### config.mk
export PLATFORM = sky130hd
export DESIGN_NAME = sad_top
export DESIGN_NICKNAME = d
export VERILOG_FILES = /design/src/hdl/sad_pkg.sv /design/src/hdl/sad_dec_if.sv /design/src/hdl/sad_lookup.sv /design/src/hdl/sad_top.sv
export SDC_FILE = /design/constraint.sdc
export NUM_CORES = 1
export LEC_CHECK = 0
export BUFFER_PORTS_ARGS = -buffer_cell sky130_fd_sc_hd__buf_4
export CORE_ASPECT_RATIO = 2
export CORE_UTILIZATION = 40
export CTS_CLUSTER_DIAMETER = 80
export CTS_CLUSTER_SIZE = 10
export DETAILED_ROUTE_END_ITERATION = 7
export GPL_TIMING_DRIVEN = 1
export PLACE_DENSITY = 0.71
export SLEW_MARGIN = 5
export SYNTH_ARGS = -nofsm -noshare
export SYNTH_HDL_FRONTEND = slang
export SYNTH_SLANG_ARGS = --single-unit
### constraint.sdc
create_clock -name clk_sys_i -period 2.1 [get_ports clk_sys_i]
set_clock_uncertainty 0.05 [all_clocks]
set_input_delay 0.105 -clock clk_sys_i [delete_from_list [all_inputs] [get_ports clk_sys_i]]
set_output_delay 0.105 -clock clk_sys_i [all_outputs]
set_load 0.01 [all_outputs]
### src/hdl/sad_pkg.sv
// constants and types for the system address decoder
package sad_pkg;
    localparam int ADDR_W = 32;
    localparam int TGT_W = 4;
    localparam logic [31:0] DRAM_BASE = 32'h0000_0000;
    localparam logic [31:0] FAB0_BASE = 32'h4000_0000;
    localparam logic [31:0] FAB1_BASE = 32'h8000_0000;
    localparam logic [31:0] HOLE0_BASE = 32'hC000_0000;
    localparam logic [31:0] IO_BASE = 32'hE000_0000;
    localparam logic [31:0] RSV0_BASE = 32'hF000_0000;
    localparam logic [31:0] APB_BASE = 32'hF800_0000;
    localparam logic [31:0] RSV1_BASE = 32'hFA00_0000;
    localparam logic [31:0] QSPI_BASE = 32'hFC00_0000;
    localparam logic [31:0] QSPI_BACKED_END = 32'hFE00_0000;
    localparam logic [31:0] RAMH_BASE = 32'hFFFC_0000;
    // target codes, one-hot select bit n stands for code n but is decoded apart
    typedef enum logic [3:0] {
        SAD_T_DRAM = 4'h0,
        SAD_T_FAB0 = 4'h1,
        SAD_T_FAB1 = 4'h2,
        SAD_T_IO = 4'h3,
        SAD_T_APB = 4'h4,
        SAD_T_QSPI = 4'h5,
        SAD_T_RAMH = 4'h6,
        SAD_T_ERR = 4'h7
    } sad_tgt_e;
    localparam int N_TGT = 8;
endpackage

### src/hdl/sad_dec_if.sv
// address and decode result carried between decoder modules
`timescale 1ns/10ps
`default_nettype none
interface sad_dec_if;
    logic [31:0] addr;
    logic high_ram;
    logic [3:0] tgt;
    modport lookup(input addr, input high_ram, output tgt);
    modport user(output addr, output high_ram, input tgt);
endinterface
`default_nettype wire

### src/hdl/sad_lookup.sv
// combinational region lookup for one address
`timescale 1ns/10ps
`default_nettype none
module sad_lookup (
    sad_dec_if.lookup dec
);
    import sad_pkg::*;
    sad_tgt_e t;
    // ordered compare from the top of the map down
    always_comb begin
        if (dec.addr >= RAMH_BASE) begin
            // top block errors while the ram is not mapped high
            t = dec.high_ram ? SAD_T_RAMH : SAD_T_ERR;
        end else if (dec.addr >= QSPI_BACKED_END) begin
            t = SAD_T_ERR;
        end else if (dec.addr >= QSPI_BASE) begin
            t = SAD_T_QSPI;
        end else if (dec.addr >= RSV1_BASE) begin
            t = SAD_T_ERR;
        end else if (dec.addr >= APB_BASE) begin
            t = SAD_T_APB;
        end else if (dec.addr >= RSV0_BASE) begin
            t = SAD_T_ERR;
        end else if (dec.addr >= IO_BASE) begin
            t = SAD_T_IO;
        end else if (dec.addr >= HOLE0_BASE) begin
            t = SAD_T_ERR;
        end else if (dec.addr >= FAB1_BASE) begin
            t = SAD_T_FAB1;
        end else if (dec.addr >= FAB0_BASE) begin
            t = SAD_T_FAB0;
        end else begin
            t = SAD_T_DRAM;
        end
    end
    assign dec.tgt = t;
endmodule
`default_nettype wire

### src/hdl/sad_top.sv
// system address decoder: registered target select and error flag
`timescale 1ns/10ps
`default_nettype none
module sad_top (
    input wire logic clk_sys_i,
    input wire logic srst_i,
    input wire logic ce_i,
    input wire logic req_valid_i,
    input wire logic [31:0] req_addr_i,
    input wire logic high_ram_i,
    output logic dec_valid_o,
    output logic [31:0] dec_addr_o,
    output logic [7:0] dec_sel_o,
    output logic [3:0] dec_tgt_o,
    output logic dec_err_o
);
    import sad_pkg::*;

    // carrier between this module and the region lookup,
    // address and ram placement out, target code back
    sad_dec_if dec();

    // lookup result and request strobe
    sad_tgt_e tgt_d;
    logic take;

    // region hits straight from the address, kept apart from
    // the lookup so select and code come from two decodes
    logic hit_dram;
    logic hit_fab0;
    logic hit_fab1;
    logic hit_hole;
    logic hit_io;
    logic hit_rsv_lo;
    logic hit_apb;
    logic hit_rsv_hi;
    logic hit_qspi;
    logic hit_gap;
    logic hit_top;

    // next select and error flag
    logic [7:0] sel_d;
    logic err_d;

    // registered decision, one flop group per output
    logic valid_q;
    logic [31:0] addr_q;
    logic [7:0] sel_q;
    logic [3:0] tgt_q;
    logic err_q;

    // request address and ram placement into the carrier
    assign dec.addr = req_addr_i;
    assign dec.high_ram = high_ram_i;

    // ordered compare from the top of the map down,
    // first match wins so overlapping bases cannot clash
    sad_lookup u_lookup (
        .dec(dec)
    );

    // lookup code seen as a target
    assign tgt_d = sad_tgt_e'(dec.tgt);

    // a request counts only on an enabled edge;
    // a low enable drops it rather than queueing it
    assign take = ce_i & req_valid_i;

    // dynamic memory and low on-chip ram,
    // everything below the first fabric port,
    // from address zero up
    assign hit_dram = (req_addr_i < FAB0_BASE);

    // first fabric slave port,
    // the second quarter of the space,
    // up to the next fabric base
    assign hit_fab0 = (req_addr_i >= FAB0_BASE)
        && (req_addr_i < FAB1_BASE);

    // second fabric slave port,
    // the third quarter of the space,
    // up to the undecoded hole
    assign hit_fab1 = (req_addr_i >= FAB1_BASE)
        && (req_addr_i < HOLE0_BASE);

    // undecoded span above the fabric ports,
    // nothing answers here,
    // so it takes the error response
    assign hit_hole = (req_addr_i >= HOLE0_BASE)
        && (req_addr_i < IO_BASE);

    // io peripheral group,
    // one 256 MB span,
    // below the first reserved span
    assign hit_io = (req_addr_i >= IO_BASE)
        && (req_addr_i < RSV0_BASE);

    // lower reserved span,
    // nothing behind it,
    // answered with an error
    assign hit_rsv_lo = (req_addr_i >= RSV0_BASE)
        && (req_addr_i < APB_BASE);

    // register bus window,
    // system registers behind it,
    // 32 MB wide
    assign hit_apb = (req_addr_i >= APB_BASE)
        && (req_addr_i < RSV1_BASE);

    // upper reserved span,
    // nothing behind it,
    // answered with an error
    assign hit_rsv_hi = (req_addr_i >= RSV1_BASE)
        && (req_addr_i < QSPI_BASE);

    // quad-SPI linear window,
    // only the backed lower half,
    // reads go to the flash
    assign hit_qspi = (req_addr_i >= QSPI_BASE)
        && (req_addr_i < QSPI_BACKED_END);

    // unbacked upper half of the flash window,
    // no flash behind it,
    // so it takes the error response
    assign hit_gap = (req_addr_i >= QSPI_BACKED_END)
        && (req_addr_i < RAMH_BASE);

    // topmost block, cut out of the top of the flash window,
    // the on-chip ram when it is mapped high,
    // an error otherwise
    assign hit_top = (req_addr_i >= RAMH_BASE);

    // error response: holes, reserved spans, unbacked flash,
    // and the top block while the ram sits low
    assign err_d = hit_hole | hit_rsv_lo | hit_rsv_hi | hit_gap
        | (hit_top & ~high_ram_i);

    // one-hot select, one bit per target code;
    // the hits are disjoint, so exactly one bit is set
    always_comb begin
        sel_d = 8'h00;
        sel_d[0] = hit_dram;
        sel_d[1] = hit_fab0;
        sel_d[2] = hit_fab1;
        sel_d[3] = hit_io;
        sel_d[4] = hit_apb;
        sel_d[5] = hit_qspi;
        sel_d[6] = hit_top & high_ram_i;
        sel_d[7] = err_d;
    end

    // answer strobe, high one cycle per taken request;
    // a low enable holds it,
    // so a frozen answer stays visible
    always_ff @(posedge clk_sys_i) begin
        if (srst_i) begin
            valid_q <= 1'b0;
        end else if (ce_i) begin
            valid_q <= req_valid_i;
        end else begin
            valid_q <= valid_q;
        end
    end

    // copy of the taken address,
    // held until the next taken request,
    // so the master can match the answer
    always_ff @(posedge clk_sys_i) begin
        if (srst_i) begin
            addr_q <= 32'h0000_0000;
        end else if (take) begin
            addr_q <= req_addr_i;
        end else begin
            addr_q <= addr_q;
        end
    end

    // one-hot target select,
    // held with the address,
    // exactly one bit after a taken request
    always_ff @(posedge clk_sys_i) begin
        if (srst_i) begin
            sel_q <= 8'h00;
        end else if (take) begin
            sel_q <= sel_d;
        end else begin
            sel_q <= sel_q;
        end
    end

    // target code from the ordered lookup,
    // held with the address,
    // zero out of reset
    always_ff @(posedge clk_sys_i) begin
        if (srst_i) begin
            tgt_q <= 4'h0;
        end else if (take) begin
            tgt_q <= tgt_d;
        end else begin
            tgt_q <= tgt_q;
        end
    end

    // error flag for the interconnect,
    // which turns it into an error response,
    // held with the address
    always_ff @(posedge clk_sys_i) begin
        if (srst_i) begin
            err_q <= 1'b0;
        end else if (take) begin
            err_q <= err_d;
        end else begin
            err_q <= err_q;
        end
    end

    // outputs straight from the flops,
    // no logic between a flop and its pin
    assign dec_valid_o = valid_q;
    assign dec_addr_o = addr_q;
    assign dec_sel_o = sel_q;
    assign dec_tgt_o = tgt_q;
    assign dec_err_o = err_q;
endmodule
`default_nettype wire

==> metrics.txt <==
outcome completed; TritonCTS buffer count 5; row count 33; CTS max path bufs 2; Setup WS pre-CTS 0.801 ns; routed length per instance 12.3 um; #FFs+latches synth 44; Via Count 1713; Via density 4.84; initial antenna violation count 0; CP endpoint kind flop; CP required 2.28 ns; H-tree levels 2; Pwr Density approximately 710 mW/mm^2; worst r2r dst dec_tgt_o[0]; DRT Pass-1 Iters 4; nets@finish 338; total track usage 19.6%; die area 0.00454 sq mm; min-delay worst type input port to flop; CTS Root Cell clkbuf_8; CTS tree done; maximum vdd ir drop 526 uV; Hold Fails Final Rpt 0; Max Cap Viol 0; placed cell count 332; Critical Path Fanout Max 3; register area share after synthesis 51.7%; fin crit period 1.17 ns; Startpoint Class flop; Worst Tran Pin Value approximately 0.51 ns; Filler Cell Count 398; Slew Limit Fails 0; crit path DAT between 1 and 1.5 ns; post-synthesis cell area approximately 0.0017 sq mm; WL final about 4400 um; r2r startpoint dec_tgt_o[0]; GR Overflow Total 0; Non-Filler Instances between 300 and 400; commonest non-fill, non-tap cells in the layout buf_4, nand2_1, dfxtp_1, a21oi_1, dlygate4sd3_1; Worst Hold End dec_addr_o[8]; slew margin rel. between 60% and 70%; Die W 48.2 um; Setup Buffers After CTS 0; core outline area 0.00409 sq mm; # DRC 0; Sink Count 44; Hold Path Cell Cnt 3; Antenna Cells 0; vias in the first global route 1430; crit path kind flop to flop; worst setup slack after layout 0.928 ns; Syn Area/Cell roughly 8 sq um; # setup viols final 0; largest net degree at the start of global routing 47; placer congestion estimate 0.795; layout cells sized above 1 33.4%; area delta synth->final 50.9%; commonest non-fill, non-tap cell in the layout buf_4; Tcrit/Tclk final 55.8%; RSZ-0062 raised after global routing false; Clk Latency, worst-skew pair 0.29 ns; Iter 0 DRT Violations 30; die height 94.3 um; Netlist cell types 29; Max Clk Rate 853 MHz; final setup TNS 0 ns; Initial Util 41.7%; port bufs roughly 80; # IOs 83; Clock Pin Slew Worst Setup and Hold Paths 0.09 ns; Final HPWL DP 3080 um; yosys warns 0; Routed Antenna Nets 0; R2R Setup Slk approximately 0.9 ns; first-pass GRT wire length 6330 um; leakage 1.13 nW; hold_ws around 0.0045 ns; HP Start req_addr_i[8]; Cells after Synth between 200 and 250; Synthesized Nets 248; Reg2Reg Depth 3
-- cell usage after synthesis --
cell       count  area share, %
nand3_1        4            1.2
or4_1          1           0.44
nor4_2         1           0.73
a2bb2oi_1      1           0.51
nand2b_1       1           0.37
nor3_1         2           0.59
nand3b_1       1           0.44
nor2_2         1           0.37
buf_4          8            3.5
conb_1         1           0.22
buf_2          6            1.8
and2_1         1           0.37
a22oi_1        2           0.88
nand2_1       69             15
dfxtp_1       44             52
a31oi_1        1           0.37
nor2_1         8            1.8
nand2_2        1           0.37
inv_1          3           0.66
and3_1         3            1.1
a211oi_2       1           0.73
nand4_2        2            1.5
a21oi_1       40             12
o21ai_0        2           0.59
or3_1          1           0.37
nor3_2         2            1.2
clkbuf_1       2           0.44
o211ai_1       1           0.44
a32oi_1        1           0.51
-- report_power, final --
part | internal, mW | switching, mW
Sequential | 0.869 | 0.0195
Clock | 0.389 | 0.284
Combinational | 0.136 | 0.126
-- state kept, by name (all words and copies together) (netlist names) --
name,cells
dec_addr_o,32
dec_sel_o,8
dec_tgt_o,3
dec_valid_o,1
-- through the flow --
stage / power (mW) / area [sq um] / util, %
6_report: 1.82 / 2570 / 62.9
5_1_grt: 1.92 / 2570 / 62.9
4_1_cts: 1.83 / 2530 / 61.9
3_5_place_dp: 1.15 / 2310 / 56.5
3_3_place_gp: 1.15 / 2310 / 56.5
2_1_floorplan: 1.02 / 1700 / -
-- what timing repair did --
action / CTS / global route
endpoints found under the hold margin: 10 / 4
resized for setup: 0 / 0
hold buffers: 10 / 4
-- worst max-delay path by stage --
stage / end / start / depth (start not counted)
global placement: dec_tgt_o[0] / ce_i / 5
finish: dec_tgt_o[0] / dec_tgt_o[0] / 3
detailed placement: dec_tgt_o[0] / ce_i / 5
floorplan: dec_tgt_o[0] / dec_tgt_o[0] / 3
CTS: dec_tgt_o[0] / dec_tgt_o[0] / 3
global route: dec_tgt_o[0] / dec_tgt_o[0] / 3
-- metal layers --
metal	part of all wire, %	global-route usage (%)	vias up
met2	57	34.8	48
met1	37	19.3	785
met4	1.9	10.2	0
met5	0	0	-
li1	-	-	873
met3	4.1	4.42	7
-- critical path, cell delays in order, from the launching register on --
cell	delay, ns
dfxtp_1	0.38
a21oi_1	0.08
or4_1	0.50
o211ai_1	0.09
-- final cells by class --
cell class	instances	area, sq um	share of cell area [%]
Inverter	3	11.3	0.438
Timing Repair Buffer	99	778	30.3
Clock inverter	2	38.8	1.51
Clock buffer	6	82.6	3.21
Tap cell	52	65.1	2.53
Multi-Input combinational cell	148	714	27.8
Sequential cell	44	881	34.3
-- cells by family after synthesis --
logic type / Yosys count / synth area share (%)
flops: 44 / 51.7
buf+inv: 19 / 6.39
simple gates: 98 / 25.9
compound gates: 49 / 15.8
other cells: 1 / 0.220
No activity file was read; power rests on OpenSTA's default activity.
